$ cat src/mdc_dummy_end.sv
// Intentionally empty
`timescale 1ns/100ps
`default_nettype none
`default_nettype wire

$ cat src/mdc_pkg.sv
// Constants and types for the multi-device configuration chain loader
`default_nettype none
package mdc_pkg;
    // ****************************************
    // Register map (byte addresses)
    // ****************************************
    localparam logic [7:0] A_CTRL = 8'h00;
    localparam logic [7:0] A_LEN  = 8'h04;
    localparam logic [7:0] A_STAT = 8'h08;
    localparam logic [7:0] A_IRQS = 8'h0C;
    localparam logic [7:0] A_IRQM = 8'h10;
    localparam logic [7:0] A_CNT  = 8'h14;
    // Control fields
    localparam int C_USRCLK = 0;
    localparam int C_CABLE  = 1;
    localparam int C_HILANE = 2;
    localparam int C_GPIOEN = 3;
    localparam int C_GPIOV  = 4;
    localparam logic [4:0]  CTRL_RST = 5'h00;
    localparam logic [31:0] LEN_RST  = 32'h0000_1000;
    // Interrupt bits
    localparam int I_DONE = 0;
    localparam int I_ERR  = 1;
    localparam int I_HAND = 2;
    localparam logic [2:0] IRQ_RST = 3'h0;
    // Scheme strap codes
    localparam logic [3:0] SCH_PS  = 4'h0;
    localparam logic [3:0] SCH_FPP = 4'h1;
    localparam logic [3:0] SCH_AP  = 4'h2;
    // Header length in bits, byte and serial step
    localparam logic [31:0] HDR_BITS  = 32'h0000_0008;
    localparam logic [31:0] STEP_BIT  = 32'h0000_0001;
    localparam logic [31:0] STEP_BYTE = 32'h0000_0008;
    // ****************************************
    // Types
    // ****************************************
    typedef enum logic [2:0] {
        ST_RST  = 3'b000,
        ST_IDLE = 3'b001,
        ST_LOAD = 3'b010,
        ST_WAIT = 3'b011,
        ST_USER = 3'b100,
        ST_ERR  = 3'b101
    } mdc_state_t;
    typedef struct packed {
        logic        lclk;
        logic        cein_n;
        logic        rcfg_n;
        logic        err_n;
        logic        done;
        logic        uclk;
        logic        fwait;
        logic [3:0]  sel;
        logic [15:0] data;
    } mdc_pins_t;
    typedef struct packed {
        mdc_pins_t   s1;
        mdc_pins_t   s2;
        logic        lclk_p;
        logic        uclk_p;
        mdc_state_t  st;
        logic [3:0]  scheme;
        logic        own_err;
        logic [31:0] cnt;
        logic [7:0]  hdr;
        logic [7:0]  byte_r;
        logic [4:0]  ctrl;
        logic [31:0] len;
        logic [2:0]  irqs;
        logic [2:0]  irqm;
        logic        ph_v;
        logic        ph_w;
        logic        rd_rdy;
        logic [7:0]  ph_a;
        logic [31:0] rdata;
    } mdc_core_t;
endpackage
`default_nettype wire
$ cat src/mdc_loader.sv
// Configuration loader of one chain device with AHB-Lite register slave
`timescale 1ns/100ps
`default_nettype none
// Operation
// Programmer holds chain enable high during flash write
// Held in reset while reconfigure request low
// Programmer releases enable and reconfigure when finished
// Low data byte feeds byte-wide slaves
// Word-wide: two chains on low, high byte
// Finished device drives chain enable out low
// Loading starts one clock after enable
// User mode only once shared done high
// Detected error pulls shared error line low
// Host restarts entire chain after error
// Enabled identical devices load in lockstep
// Host sends one serial bit per clock
// Unused chain enable out usable as gpio
// Flash wait ignored while loading
// Cable loading needs manual restart after error
// Cable mode ignores user startup clock
// Straps select master and slave schemes
// Bits sampled on load clock rising edge
module mdc_loader #(
    parameter logic [7:0] SYNC_BYTE = 8'hA5
) (
    input  wire logic        hclk,                    // Bus clock
    input  wire logic        hresetn,                 // Async reset, low
    input  wire logic        ce,                      // Clock enable
    input  wire logic        hsel,                    // Slave select
    input  wire logic [31:0] haddr,                   // Address
    input  wire logic [1:0]  htrans,                  // Transfer type
    input  wire logic        hwrite,                  // Write
    input  wire logic [2:0]  hsize,                   // Size, word only
    input  wire logic [31:0] hwdata,                  // Write data
    input  wire logic        hready,                  // Bus ready
    output logic             hreadyout,               // Slave ready
    output logic             hresp,                   // Always OKAY
    output logic [31:0]      hrdata,                  // Read data
    input  wire logic        load_clock,              // Load clock pin
    input  wire logic [15:0] data_in,                 // Data pins
    input  wire logic        chain_enable_in,         // Enable, low
    input  wire logic        reconfigure_request_low, // Reconfigure, low
    input  wire logic        error_status_low_in,     // Shared error level
    output logic             error_status_low_out,    // Drive value
    output logic             error_status_low_oe,     // Drive enable
    input  wire logic        load_complete_in,        // Shared done level
    output logic             load_complete_out,       // Drive value
    output logic             load_complete_oe,        // Drive enable
    output logic             chain_enable_out,        // Next enable, low
    input  wire logic [3:0]  scheme_select_pins,      // Scheme straps
    input  wire logic        user_startup_clock,      // Startup clock
    input  wire logic        flash_wait,              // Flash wait
    output logic             irq                      // Interrupt level
);
    import mdc_pkg::*;

    mdc_core_t r;
    mdc_core_t n;
    mdc_pins_t pins;
    logic      rise;
    logic      urise;
    logic      serial;
    logic      acc;
    logic      wr;
    logic [7:0]  lane;
    logic [31:0] cnt_n;
    logic [7:0]  hdr_n;

    // ****************************************
    // Register read decode
    // ****************************************
    function automatic logic [31:0] rd_reg(input mdc_core_t c);
        logic [31:0] v;
        v = 32'h0000_0000;
        case (c.ph_a)
            A_CTRL: v[4:0] = c.ctrl;
            A_LEN:  v = c.len;
            A_STAT: v[8:0] = {c.s2.fwait, c.own_err, c.scheme, c.st};
            A_IRQS: v[2:0] = c.irqs;
            A_IRQM: v[2:0] = c.irqm;
            A_CNT:  v = c.cnt;
            default: v = 32'h0000_0000;
        endcase
        return v;
    endfunction

    always_comb begin
        pins = '{lclk: load_clock, cein_n: chain_enable_in,
                 rcfg_n: reconfigure_request_low, err_n: error_status_low_in,
                 done: load_complete_in, uclk: user_startup_clock,
                 fwait: flash_wait, sel: scheme_select_pins, data: data_in};
    end

    // ****************************************
    // Next-state logic
    // ****************************************
    always_comb begin
        n = r;
        // Data settle four clocks before the link edge, so per-bit sync is safe
        n.s1 = pins;
        n.s2 = r.s1;
        n.lclk_p = r.s2.lclk;
        n.uclk_p = r.s2.uclk;
        rise = r.s2.lclk & ~r.lclk_p;
        urise = r.s2.uclk & ~r.uclk_p;
        serial = !((r.scheme == SCH_FPP) || (r.scheme == SCH_AP));
        // Lane choice covers both byte chains of a word-wide load
        lane = r.ctrl[C_HILANE] ? r.s2.data[15:8] : r.s2.data[7:0];
        cnt_n = r.cnt;
        hdr_n = r.hdr;
        case (r.st)
            ST_RST: begin
                // Strap taken while held, after two flops
                n.scheme = r.s2.sel;
                n.cnt = 32'h0000_0000;
                n.hdr = 8'h00;
                n.own_err = 1'b0;
                n.st = ST_IDLE;
            end
            ST_IDLE: begin
                if (!r.s2.cein_n) begin
                    n.st = ST_LOAD;
                end
            end
            ST_LOAD: begin
                // Flash wait is not looked at here
                if (!r.s2.err_n) begin
                    n.st = ST_ERR;
                end else if (rise) begin
                    if (serial) begin
                        hdr_n = {r.hdr[6:0], r.s2.data[0]};
                        cnt_n = r.cnt + STEP_BIT;
                    end else begin
                        n.byte_r = lane;
                        hdr_n = (r.cnt == 32'h0000_0000) ? lane : r.hdr;
                        cnt_n = r.cnt + STEP_BYTE;
                    end
                    n.cnt = cnt_n;
                    n.hdr = hdr_n;
                    if (cnt_n == HDR_BITS && hdr_n != SYNC_BYTE) begin
                        n.st = ST_ERR;
                        n.own_err = 1'b1;
                    end else if (cnt_n >= r.len) begin
                        n.st = ST_WAIT;
                    end
                end
            end
            ST_WAIT: begin
                if (!r.s2.err_n) begin
                    n.st = ST_ERR;
                end else if (r.s2.done &&
                             (!r.ctrl[C_USRCLK] || r.ctrl[C_CABLE] || urise)) begin
                    n.st = ST_USER;
                end
            end
            ST_USER: n.st = ST_USER;
            // Only a reconfigure request leaves the error state
            ST_ERR:  n.st = ST_ERR;
            default: n.st = ST_RST;
        endcase
        if (!r.s2.rcfg_n) begin
            n.st = ST_RST;
        end

        // Bus data phase
        wr = r.ph_v & r.ph_w & hready;
        if (r.ph_v && !r.ph_w && !r.rd_rdy) begin
            n.rdata = rd_reg(r);
            n.rd_rdy = 1'b1;
        end
        if (wr) begin
            case (r.ph_a)
                A_CTRL: n.ctrl = hwdata[4:0];
                A_LEN:  n.len = hwdata;
                A_IRQM: n.irqm = hwdata[2:0];
                default: n.len = n.len;
            endcase
        end
        if (r.ph_v && hready) begin
            n.ph_v = 1'b0;
        end
        acc = hsel & htrans[1] & hready;
        if (acc) begin
            n.ph_v = 1'b1;
            n.ph_w = hwrite;
            n.ph_a = haddr[7:0];
            n.rd_rdy = 1'b0;
        end

        // Sticky events; a new event wins over the clear
        n.irqs = r.irqs;
        if (wr && r.ph_a == A_IRQS) begin
            n.irqs = r.irqs & ~hwdata[2:0];
        end
        if (n.st == ST_USER && r.st != ST_USER) begin
            n.irqs[I_DONE] = 1'b1;
        end
        if (n.st == ST_ERR && r.st != ST_ERR) begin
            n.irqs[I_ERR] = 1'b1;
        end
        if (n.st == ST_WAIT && r.st != ST_WAIT) begin
            n.irqs[I_HAND] = 1'b1;
        end
    end

    // ****************************************
    // State register
    // ****************************************
    always_ff @(posedge hclk or negedge hresetn) begin
        if (!hresetn) begin
            r <= '0;
            r.len <= LEN_RST;
            r.ctrl <= CTRL_RST;
            r.irqm <= IRQ_RST;
        end else if (ce) begin
            r <= n;
        end
    end

    // ****************************************
    // Outputs
    // ****************************************
    // One wait state on reads so read data always leave a flop
    assign hreadyout = ~(r.ph_v & ~r.ph_w & ~r.rd_rdy);
    assign hresp = 1'b0;
    assign hrdata = r.rdata;
    assign irq = |(r.irqs & r.irqm);
    assign error_status_low_out = 1'b0;
    // Held low in reset, and by the device that found the fault
    assign error_status_low_oe = (r.st == ST_RST) | ((r.st == ST_ERR) & r.own_err);
    assign load_complete_out = 1'b0;
    // Released once this device has all its data, so the line is a wired AND
    assign load_complete_oe = ~((r.st == ST_WAIT) | (r.st == ST_USER));
    always_comb begin
        if (r.st == ST_USER && r.ctrl[C_GPIOEN]) begin
            chain_enable_out = r.ctrl[C_GPIOV];
        end else begin
            chain_enable_out = ~((r.st == ST_WAIT) | (r.st == ST_USER));
        end
    end
endmodule
`default_nettype wire

$ cat config.mk
export PLATFORM = sky130hd
export DESIGN_NAME = mdc_loader
export DESIGN_NICKNAME = d
export VERILOG_FILES = /design/src/mdc_dummy_end.sv /design/src/mdc_pkg.sv /design/src/mdc_loader.sv
export SDC_FILE = /design/constraint.sdc
export NUM_CORES = 1
export LEC_CHECK = 0
export ABC_AREA = 1
export BUFFER_PORTS_ARGS = -buffer_cell sky130_fd_sc_hd__buf_2
export CORE_MARGIN = 2
export CORE_UTILIZATION = 30
export CTS_CLUSTER_SIZE = 16
export DETAILED_ROUTE_END_ITERATION = 16
export PLACE_DENSITY_LB_ADDON = 0.1
export SLEW_MARGIN = 10
export SYNTH_ARGS = -nofsm -noshare
export SYNTH_HDL_FRONTEND = slang
export SYNTH_SLANG_ARGS = --single-unit
$ cat constraint.sdc
create_clock -name hclk -period 4.29 [get_ports hclk]
set_clock_uncertainty 0.1 [all_clocks]
set_input_delay 0.858 -clock hclk [delete_from_list [all_inputs] [get_ports hclk]]
set_output_delay 0.858 -clock hclk [all_outputs]
set_load 0.01 [all_outputs]
== Word-level counts from Yosys, hierarchy flattened ==
Cells that the tools add are included.

* Register bits: 198
* Input bits: 102
* Output and inout port bits: 40

* Add/subtract/negate cells: 2
* $lt $le $gt $ge: 1
* Equality and inequality tests: 23
* Multiplexer cells: 36
* Bitwise gates (word level): 20
* Reduce and logical (&&, ||, !) cells: 40

{| class="wikitable"
|+ Operator list
! kind !! count
|-
| $mux 32 || 4
|-
| $mux 49 || 2
|-
| $pmux 41 s2 || 1
|-
| $mux 8 || 7
|-
| $pmux 23 s2 || 1
|-
| $pmux 3 s6 || 2
|-
| $add 32x1->32 const B || 1
|-
| $add 32x4->32 const B || 1
|-
| $eq 32x4->1 const B || 1
|-
| $ge 32x32->1 || 1
|-
| $logic_not 32->1 || 1
|-
| $mux 3 || 9
|-
| $eq 8x4->1 const B || 2
|-
| $eq 8x5->1 const B || 2
|-
| $reduce_and 2->1 || 8
|-
| $eq 3x3->1 const B || 4
|-
| $pmux 4 s3 || 1
|-
| $reduce_bool 2->1 || 6
|-
| $mux 11 || 1
|-
| $logic_and 1x1->1 || 10
|-
| $reduce_and 5->1 || 2
|-
| $and 1x1->1 || 9
|-
| $eq 3x2->1 const B || 3
|-
| $reduce_and 3->1 || 3
|-
| other kinds (20) || 40
|}

== Depth between registers and ports, before layout ==
Gate-level depths: netlist of run 1.

* Depth after elaboration: 17
* Depth in mapped cells: 28
* Mapped depth without buffers: 28

== Least setup slack after synthesis of run 1 ==
Ideal clock, no wire load.

* Path kind: reg-to-reg
* From: register r[105] (netlist bit)
* To: register r[46] (netlist bit)
* Library setup time: 0.116 ns
* Data arrival time: 2.795 ns
* Setup slack: 1.278 ns
* Stages on the path, launching flop included: 28
* Clock period less this slack: 3.012 ns
* Path through: dfrtp_1 > ha_1 > nand3_1 > inv_1 > nand2_1 > inv_1 > nand2_1 > clkinv_1 > nand2_1 > nand2_1 > nand2_1 > inv_1 > ha_1 > nand2_1 > nor2_1 > nand2_1 > nor4_1 > nand4_1 > nand3_1 > a21oi_1 > nand3_1 > nand2_1 > nand2_1 > nor2_1 > nand2_1 > nand2_1 > nand2_1 > nand2_1

* Longest elaborated chain between the ends: 17
* Elaborated cells on any way between the ends: 27
* Those cells by class: add/sub: 2; order compare: 1; eq/ne: 3; mux: 16; reduce/logical: 5

{| class="wikitable"
|+ Ends and longest elaborated chain
! what !! line !! RTL
|-
| from (decl) || mdc_loader.sv:57 || <nowiki>mdc_core_t r;</nowiki>
|-
| from (signal assigned) || mdc_loader.sv:216 || <nowiki>r <= n;</nowiki>
|-
| branches (longest 8 deep; another with $add 32x1->32) || - ||
|-
| $mux 3 (*) || mdc_loader.sv:140 || <nowiki>if (cnt_n == HDR_BITS && hdr_n != SYNC_BYTE) begin</nowiki>
|-
| $mux 3 (*) || mdc_loader.sv:129 || <nowiki>end else if (rise) begin</nowiki>
|-
| $mux 3 (*) || mdc_loader.sv:127 || <nowiki>if (!r.s2.err_n) begin</nowiki>
|-
| $pmux 3 s6 (*) || mdc_loader.sv:111 || <nowiki>case (r.st)</nowiki>
|-
| $mux 3 (*) || mdc_loader.sv:161 || <nowiki>if (!r.s2.rcfg_n) begin</nowiki>
|-
| $eq 3x3->1 (*) || mdc_loader.sv:195 || <nowiki>if (n.st == ST_USER && r.st != ST_USER) begin</nowiki>
|-
| $logic_and 1x1->1 (*) || mdc_loader.sv:195 ||
|-
| $reduce_bool 2->1 (no line) || - ||
|-
| $reduce_and 2->1 (no line) || - ||
|}

Mark *: on every way between the ends. The select of a mux whose other input is x is not followed.
A chain may end at the register's enable or synchronous reset.

== Worst setup path after layout of run 1 ==
* From: register r[138] (netlist bit)
* To: register r[47] (netlist bit)

* Longest elaborated chain between the ends: 17
* Elaborated cells on any way between the ends: 26
* Those cells by class: order compare: 1; eq/ne: 5; mux: 15; reduce/logical: 5

{| class="wikitable"
|+ Ends and longest elaborated chain
! what !! line !! RTL
|-
| $eq 4x1->1 or $eq 4x2->1 (tied branches) || mdc_loader.sv:106 || <nowiki>serial = !((r.scheme == SCH_FPP) || (r.scheme == SCH_AP));</nowiki>
|-
| $logic_or 1x1->1 (*) || mdc_loader.sv:106 ||
|-
| $mux 32 or $mux 8 (tied branches) || mdc_loader.sv:130 || <nowiki>if (serial) begin</nowiki>
|-
| $mux 32 or $mux 8 (tied branches) || mdc_loader.sv:129 ||
|-
| $mux 32 or $mux 8 (tied branches) || mdc_loader.sv:127 ||
|-
| $mux 32 or $mux 8 (tied branches) || mdc_loader.sv:111 ||
|-
| $ge 32x32->1, or another cell as far along || mdc_loader.sv:143 || <nowiki>end else if (cnt_n >= r.len) begin</nowiki>
|-
| $mux 3 or $logic_and 1x1->1 (tied branches) || mdc_loader.sv:143, mdc_loader.sv:140 ||
|-
| $mux 3 (*) || mdc_loader.sv:140 ||
|-
| $mux 3 (*) || mdc_loader.sv:129 ||
|-
| $mux 3 (*) || mdc_loader.sv:127 ||
|-
| $pmux 3 s6 (*) || mdc_loader.sv:111 ||
|-
| $mux 3 (*) || mdc_loader.sv:161 ||
|-
| $eq 3x3->1 (*) || mdc_loader.sv:198 || <nowiki>if (n.st == ST_ERR && r.st != ST_ERR) begin</nowiki>
|-
| $logic_and 1x1->1 (*) || mdc_loader.sv:198 ||
|-
| $reduce_bool 2->1 (no line) || - ||
|-
| $reduce_and 2->1 (no line) || - ||
|}

Mark *: on every way between the ends. The rest lies on a longest branch, timed or not. The select of a mux whose other input is x is not followed.

==> results of run 1 <==
state kept, by name, indices dropped and copies added, names as in the netlist:
name    count
hrdata     32
n          29
r         129
stage by stage:
| stage | cells | utilization | hold WS, ns | instance area, um^2 | total power, mW |
|---|---|---|---|---|---|
| global route | 2046 | 0.346 | 0.282 | 12300 | 5.11 |
| detailed placement | 2014 | 0.330 | 0.354 | 11700 | 3.29 |
| finish | 2046 | 0.346 | 0.257 | 12300 | 4.79 |
| CTS | 2046 | 0.345 | 0.267 | 12300 | 4.87 |
| global placement | 2014 | 0.330 | 0.350 | 11700 | 3.28 |
| floorplan | 1497 | - | 0.337 | 10800 | 3.01 |
layout make-up:
cell class,count,area [um^2],share of cell area
Sequential cell,190,4760,0.388
Timing Repair Buffer,138,782,0.0638
Multi-Input combinational cell,1038,4890,0.399
Tap cell,461,577,0.0470
Inverter,187,702,0.0572
Clock buffer,18,429,0.0350
Clock inverter,14,123,0.0100
per-layer routing:
layer,track usage,vias to the layer above
li1,-,4906
met1,0.243,4499
met2,0.300,169
met3,0.0322,43
met4,0.0650,0
met5,0,-
layout by cell type (no fill, tap or decap), types with 35 or more instances in the layout:
cell and n:
inv_1 183, o22ai_1 42, nor2_1 143, o21ai_0 79, dfrtp_1 188, buf_2 109, ha_1 35, a21oi_1 97
nand3_1 74, nand2_1 474
how the worst max path moves through the flow:
stage / startpoint / end / slack (ns) / cells after the start
final: r[138] / r[47] / 0.44 / 25
after global routing: r[105] / r[46] / 0.02 / 26
after CTS: r[138] / r[46] / 0.36 / 25
after detailed placement: r[138] / r[46] / 0.40 / 25
after global placement: r[105] / r[46] / 0.40 / 27
after floorplan: r[105] / r[46] / 1.28 / 27
critical path: stages, from the launching register on:
cell	delay, ns
dfrtp_1	0.45
nor2_4	0.19
nand3_2	0.27
buf_4	0.29
nand2_1	0.10
nand2_2	0.09
nand2_1	0.13
o21ai_1	0.07
nand2_1	0.13
inv_1	0.07
ha_1	0.29
nand4_1	0.10
inv_1	0.12
nand2_1	0.07
nor4_1	0.22
buf_4	0.18
nand4_1	0.07
nand3_1	0.16
a21oi_1	0.10
nand3_1	0.09
nand2_1	0.07
a21oi_1	0.15
nand2_1	0.08
nand2_1	0.06
nand2_1	0.05
nand2_1	0.08
cells in the mapped netlist (2+ instances only):
master      n
a211oi_1    2
a21oi_1    97
a221oi_1    2
buf_2       2
buf_4      37
buf_6       3
clkbuf_1   39
clkinv_1    4
dfrtp_1   189
ha_1       35
inv_1     183
nand2_1   476
nand2_2    11
nand3_1    74
nand3_2     2
nand4_1    21
nor2_1    144
nor2_2      9
nor2_4      2
nor3_1     17
nor4_1      7
o211ai_1    3
o21ai_0    79
o221ai_1    2
o22ai_1    42
xor2_1      3
where the power goes:
group	internal, mW	leakage [nW]	switching, mW
logic	0.380	3.78	0.687
clock network	0.762	0.268	0.792
registers	2.03	2.35	0.142
cell families (layout without fill, tap and decap cells):
kind of cell    Yosys count  count (layout)  synth area share
buf+inv                 269             357             0.109
xor+xnor                  3               3           0.00243
other cells               1               3          0.000347
fa+ha+maj                35              35            0.0405
flops                   190             190             0.440
simple gates            763             763             0.289
compound gates          234             234             0.118
timing repair:
item                       CTS  global route
hold buffers                 0             0
setup endpoints to repair    0             4
resized for setup            0             3
==> summary.txt, run 1 <==
Route
  – Drt total wl: 33.8 mm
  – DR WL met3: ~1.2 mm
  – DR vias: approximately 9600
  – Initial DRC count: around 600
  – Drt via density: between 4 and 5
  – Highest routed layer: met4
  – Met1 Wirelength: 15.6 mm
  – DR WL met2: 16.1 mm
  – Pre-antenna DRT Iters: 5
  – Avg WL per Cell: about 17 um
  – Final ANT Viol Nets: 0
  – Post-route DRC: 0

STA
  – RSZ-0062 raised after global routing: no
  – Setup_tns: 0 ns
  – Setup violations, final: 0
  – Worst slew margin: 0.394
  – Slew at the pin closest to its max-slew limit: slightly below 0.9 ns
  – F_max: about 260 MHz
  – Worst setup margin: about 0.44 ns
  – Period Utilization, post-route: 0.897
  – Max Slew Vio Count: 0
  – Hold Vio Cnt, Final: 0
  – Min Clock Period, post-route: between 3 and 4 ns

Synthesis
  – EDFF count, synth: 0
  – Post-synthesis register bit count: 190
  – Post-synth ARST share: 1.00
  – Largest cells by area after synthesis: dfrtp_1 (44%), nand2_1 (17%), inv_1 (6.4%)
  – Cell taking the most area after synthesis: dfrtp_1
  – Synth warn: 0
  – Cells after synthesis: around 1500
  – Sequential area share after synthesis: 0.440
  – Post-synth top area share: 0.438
  – Ys flop type: dfrtp_1
  – Syn Std Cell Area: around 11000 um^2
  – Avg Cell Area, Syn: around 7.2 um^2
  – Number of library cell types mapped by synthesis: 36

Clock network
  – CTS sink cnt: 190
  – CTS tree: yes
  – Post-CTS Setup Bufs: 0
  – Num CTS Buffers: 17
  – H-tree depth: 4
  – Root Driver: clkbuf_16
  – Worst-skew pair later-pin latency: 0.46 ns
  – CTS Buffer Depth: 2
  – CTS clk-pin slew, worst paths: around 0.080 ns

Floorplanning
  – Site Rows: 69
  – Die X: a little under 200 um
  – IO Pins: around 140
  – Initial Utilization: 0.304
  – Die height: 194 um
  – Core area: between 30000 and 40000 um^2
  – Die Area: roughly 38000 um^2

Final layout
  – Share of cells above drive strength 1: 0.127
  – # fillers: about 4000
  – Final net count: around 1700
  – Diodes inserted: 0
  – Area grow syn2layout: 13.5%

Critical path
  – Required time of the critical path: 4.59 ns
  – Worst r2r src: r[138]
  – Setup crit end kind: flip-flop
  – Worst Reg-to-Reg Cells: 25
  – Critical path peak fanout: 14
  – R2r endpoint: r[47]
  – R2R setup slack: around 0.44 ns
  – Critical Path Source Type: flip-flop
  – CP arrival: between 4 and 5 ns
  – Critical path class: reg -> reg

Power
  – Worst vdd ir: roughly 0.28 mV
  – Pwr/cell area: just under 400 nW/um^2
  – Leak: 6.40 nW

Hold path
  – Hold Path Class: in -> async

Run status
  – Status: complete, no violations

Global route
  – Vias in the first global route: approximately 9600
  – First-pass GRT wire length: 53.8 mm
  – Largest net degree at the start of global routing: 74
  – Gr usage total: 0.183
  – GR Overflow Total: 0
  – Initial antenna violation count: 0

Placement
  – Post-Place Setup Slack: around 0.40 ns
  – DP HPWL: 25.5 mm
  – GPL Wtd Cong: a little over 0.9
  – Port Buffers: between 100 and 150

Flow run
  – Max-cap violation count: 0
Note: power is estimated with default switching activity, not from simulation.
==> inputs of run 2 (changes only) <==
--- a/config.mk
+++ b/config.mk
@@ -8,7 +8,7 @@
 export ABC_AREA = 1
 export BUFFER_PORTS_ARGS = -buffer_cell sky130_fd_sc_hd__buf_2
 export CORE_MARGIN = 2
-export CORE_UTILIZATION = 30
+export CORE_UTILIZATION = 59
 export CTS_CLUSTER_SIZE = 16
 export DETAILED_ROUTE_END_ITERATION = 16
 export PLACE_DENSITY_LB_ADDON = 0.1
==> run 2 against run 1 <==
Compared with the run above: worst hold slack better by 0.12 ns; count of clock-buffer cells in the layout down 1; clock power is 11% higher; wire length fell by 11%; non-clock buffer count fell by 8; critical path depth fell by 1; die area shrank 48%; first-iteration DRC count grew 20%; worst setup slack gained 0.054 ns; global-route usage is 13 points higher; utilization up 32 points.
==> summary.txt, run 2 (same netlist as run 1, synthesis figures left out) <==
Run status
  – Status: complete, no violations

Global route
  – Largest net degree at the start of global routing: 101 (+36%)
  – First-pass GRT wire length: 48.7 mm (-9.4%)
  – Gr usage total: 0.317 (+0.134)
  – Vias in the first global route: 9569 (+0.063%)
  – GR Overflow Total: 0 (unchanged)
  – Initial antenna violation count: 0 (unchanged)

Placement
  – Port Buffers: 110 (unchanged)
  – GPL Wtd Cong: 0.993 (+8.3%)
  – Cell Area, Placed: 11300 um^2 (-3.0%)
  – DP HPWL: 22.4 mm (-12%)

Critical path
  – Worst Reg-to-Reg Cells: 24 (-4.0%)
  – Crit path launch: r[121]
  – Worst r2r src: r[121]
  – R2R setup slack: 0.50 ns (+0.05 ns)
  – Setup crit end kind: flip-flop
  – Critical path class: reg -> reg
  – CP arrival: 4.04 ns (-0.10 ns)
  – Critical path peak fanout: 7 (-7)
  – R2r endpoint: r[46]
  – Critical Path Source Type: flip-flop
  – Required time of the critical path: 4.53 ns (-0.06 ns)

STA
  – Worst slew margin: 0.362 (-0.0317)
  – F_max: 264 MHz (+1.4%)
  – Min Clock Period, post-route: 3.79 ns (-0.0544 ns)
  – Slew at the pin closest to its max-slew limit: 0.956 ns (+0.0694 ns)
  – RSZ-0062 raised after global routing: no
  – Setup violations, final: 0 (unchanged)
  – Max Slew Vio Count: 0 (unchanged)
  – Setup_tns: 0 ns (unchanged)
  – Hold Vio Cnt, Final: 0 (unchanged)
  – Period Utilization, post-route: 0.884 (-0.0127)

Final layout
  – # fillers: 1633 (-59%)
  – Max reg flops: 129 (unchanged)
  – Diodes inserted: 0 (unchanged)
  – Area grow syn2layout: 11.2%
  – Commonest non-fill, non-tap cell in the layout: nand2_1
  – Share of cells above drive strength 1: 0.124 (-0.00316)
  – Most frequent cells in the layout: nand2_1 (474), dfrtp_1 (189), inv_1 (183)
  – Largest Register: r
  – Final Cell Area: 12000 um^2 (-2.1%)
  – Final net count: 1701 (-0.47%)
  – Core Util, Final: 0.669 (+0.323)

Floorplanning
  – IO Pins: 142 (unchanged)
  – Die X: 139 um (-28%)
  – Core area: 18000 um^2 (-49%)
  – Die height: 139 um (-28%)
  – Die Area: 19400 um^2 (-48%)
  – Site Rows: 49 (-29%)
  – Initial Utilization: 0.601 (+0.297)

Route
  – Post-route DRC: 0 (unchanged)
  – Drt via density: 5.51 (+17%)
  – Initial DRC count: 721 (+20%)
  – Pre-antenna DRT Iters: 7 (+2)
  – Avg WL per Cell: 16.7 um (+1.1%)
  – Drt total wl: 30.2 mm (-11%)
  – DR vias: 9960 (+3.6%)
  – Final ANT Viol Nets: 0 (unchanged)

Clock network
  – CTS tree: yes
  – Worst-skew pair later-pin latency: 0.45 ns (about the same)
  – Hold-fix buffer count after cts: 0 (unchanged)
  – Root Driver: clkbuf_16
  – CTS Buffer Depth: 2 (unchanged)
  – Num CTS Buffers: 17 (unchanged)
  – H-tree depth: 4 (unchanged)
  – CTS sink cnt: 190 (unchanged)
  – CTS clk-pin slew, worst paths: 0.08 ns (about the same)

Hold path
  – WHS Endpoint: n[166]
  – Hold path start: n[166]
  – Hold Path Class: reg -> reg
  – Hold path cells: 2

Flow run
  – Max-cap violation count: 0 (unchanged)

Power
  – Pwr/cell area: 411 nW/um^2 (+5.2%)
  – Worst vdd ir: 0.372 mV (+31%)
  – Leak: 6.40 nW (about the same)
run 2: per-stage QoR:
step	hold WS (ns)	setup WS, ns	power, mW	cells
6_report	0.373	0.496	4.94	1806
5_1_grt	0.392	0.0737	5.20	1806
4_1_cts	0.376	0.490	4.96	1806
3_5_place_dp	0.357	0.500	3.24	1774
3_3_place_gp	0.351	0.593	3.21	1774
2_1_floorplan	0.337	1.28	3.01	1497
run 2: worst max path at each step:
stage	slack, ns	depth (start not counted)	to
3_3_place_gp	0.59	26	r[46]
3_5_place_dp	0.50	26	r[46]
4_1_cts	0.49	26	r[46]
5_1_grt	0.07	24	r[46]
6_report	0.50	24	r[46]
2_1_floorplan	1.28	27	r[46]
run 2: metal layers:
metal  wire (um)  GRT usage  vias to the layer above
met3        1700     0.0458                       80
met2       14500      0.534                      398
met1       12400      0.402                     4590
met5           0          0                        -
li1            -          -                     4892
met4        1550      0.156                        0
run 2: final cells by class:
| class | instances | area, um^2 | area share |
|---|---|---|---|
| Clock buffer | 17 | 425 | 0.0354 |
| Clock inverter | 15 | 218 | 0.0181 |
| Inverter | 187 | 702 | 0.0584 |
| Multi-Input combinational cell | 1038 | 4900 | 0.408 |
| Sequential cell | 190 | 4760 | 0.396 |
| Tap cell | 229 | 287 | 0.0239 |
| Timing Repair Buffer | 130 | 722 | 0.0601 |
run 2: what timing repair did:
item | in CTS | in global routing
gates resized for setup | 0 | 4
buffers inserted | 0 | 0
setup endpoints to repair | 0 | 3
run 2: where the power goes:
part / switching, mW / internal [mW]
clock network: 0.851 / 0.873
registers: 0.143 / 2.03
logic: 0.667 / 0.374
total: 1.66 / 3.28
run 2: worst max-delay path, stage by stage (launching register included):
cell,delay (ns)
dfrtp_1,0.51
nand2_1,0.16
nor2_1,0.25
nand3_1,0.11
nor3_1,0.35
nand3_1,0.12
nand2_1,0.17
inv_1,0.11
ha_1,0.28
nand2_1,0.05
nor2_1,0.22
nand2_1,0.12
nor4_2,0.16
buf_4,0.17
nand4_1,0.07
nand3_1,0.14
a21oi_1,0.08
nand3_1,0.08
nand2_1,0.07
nand2_1,0.11
nor2_1,0.06
nand2_1,0.05
nand2_1,0.04
nand2_1,0.05
nand2_1,0.04
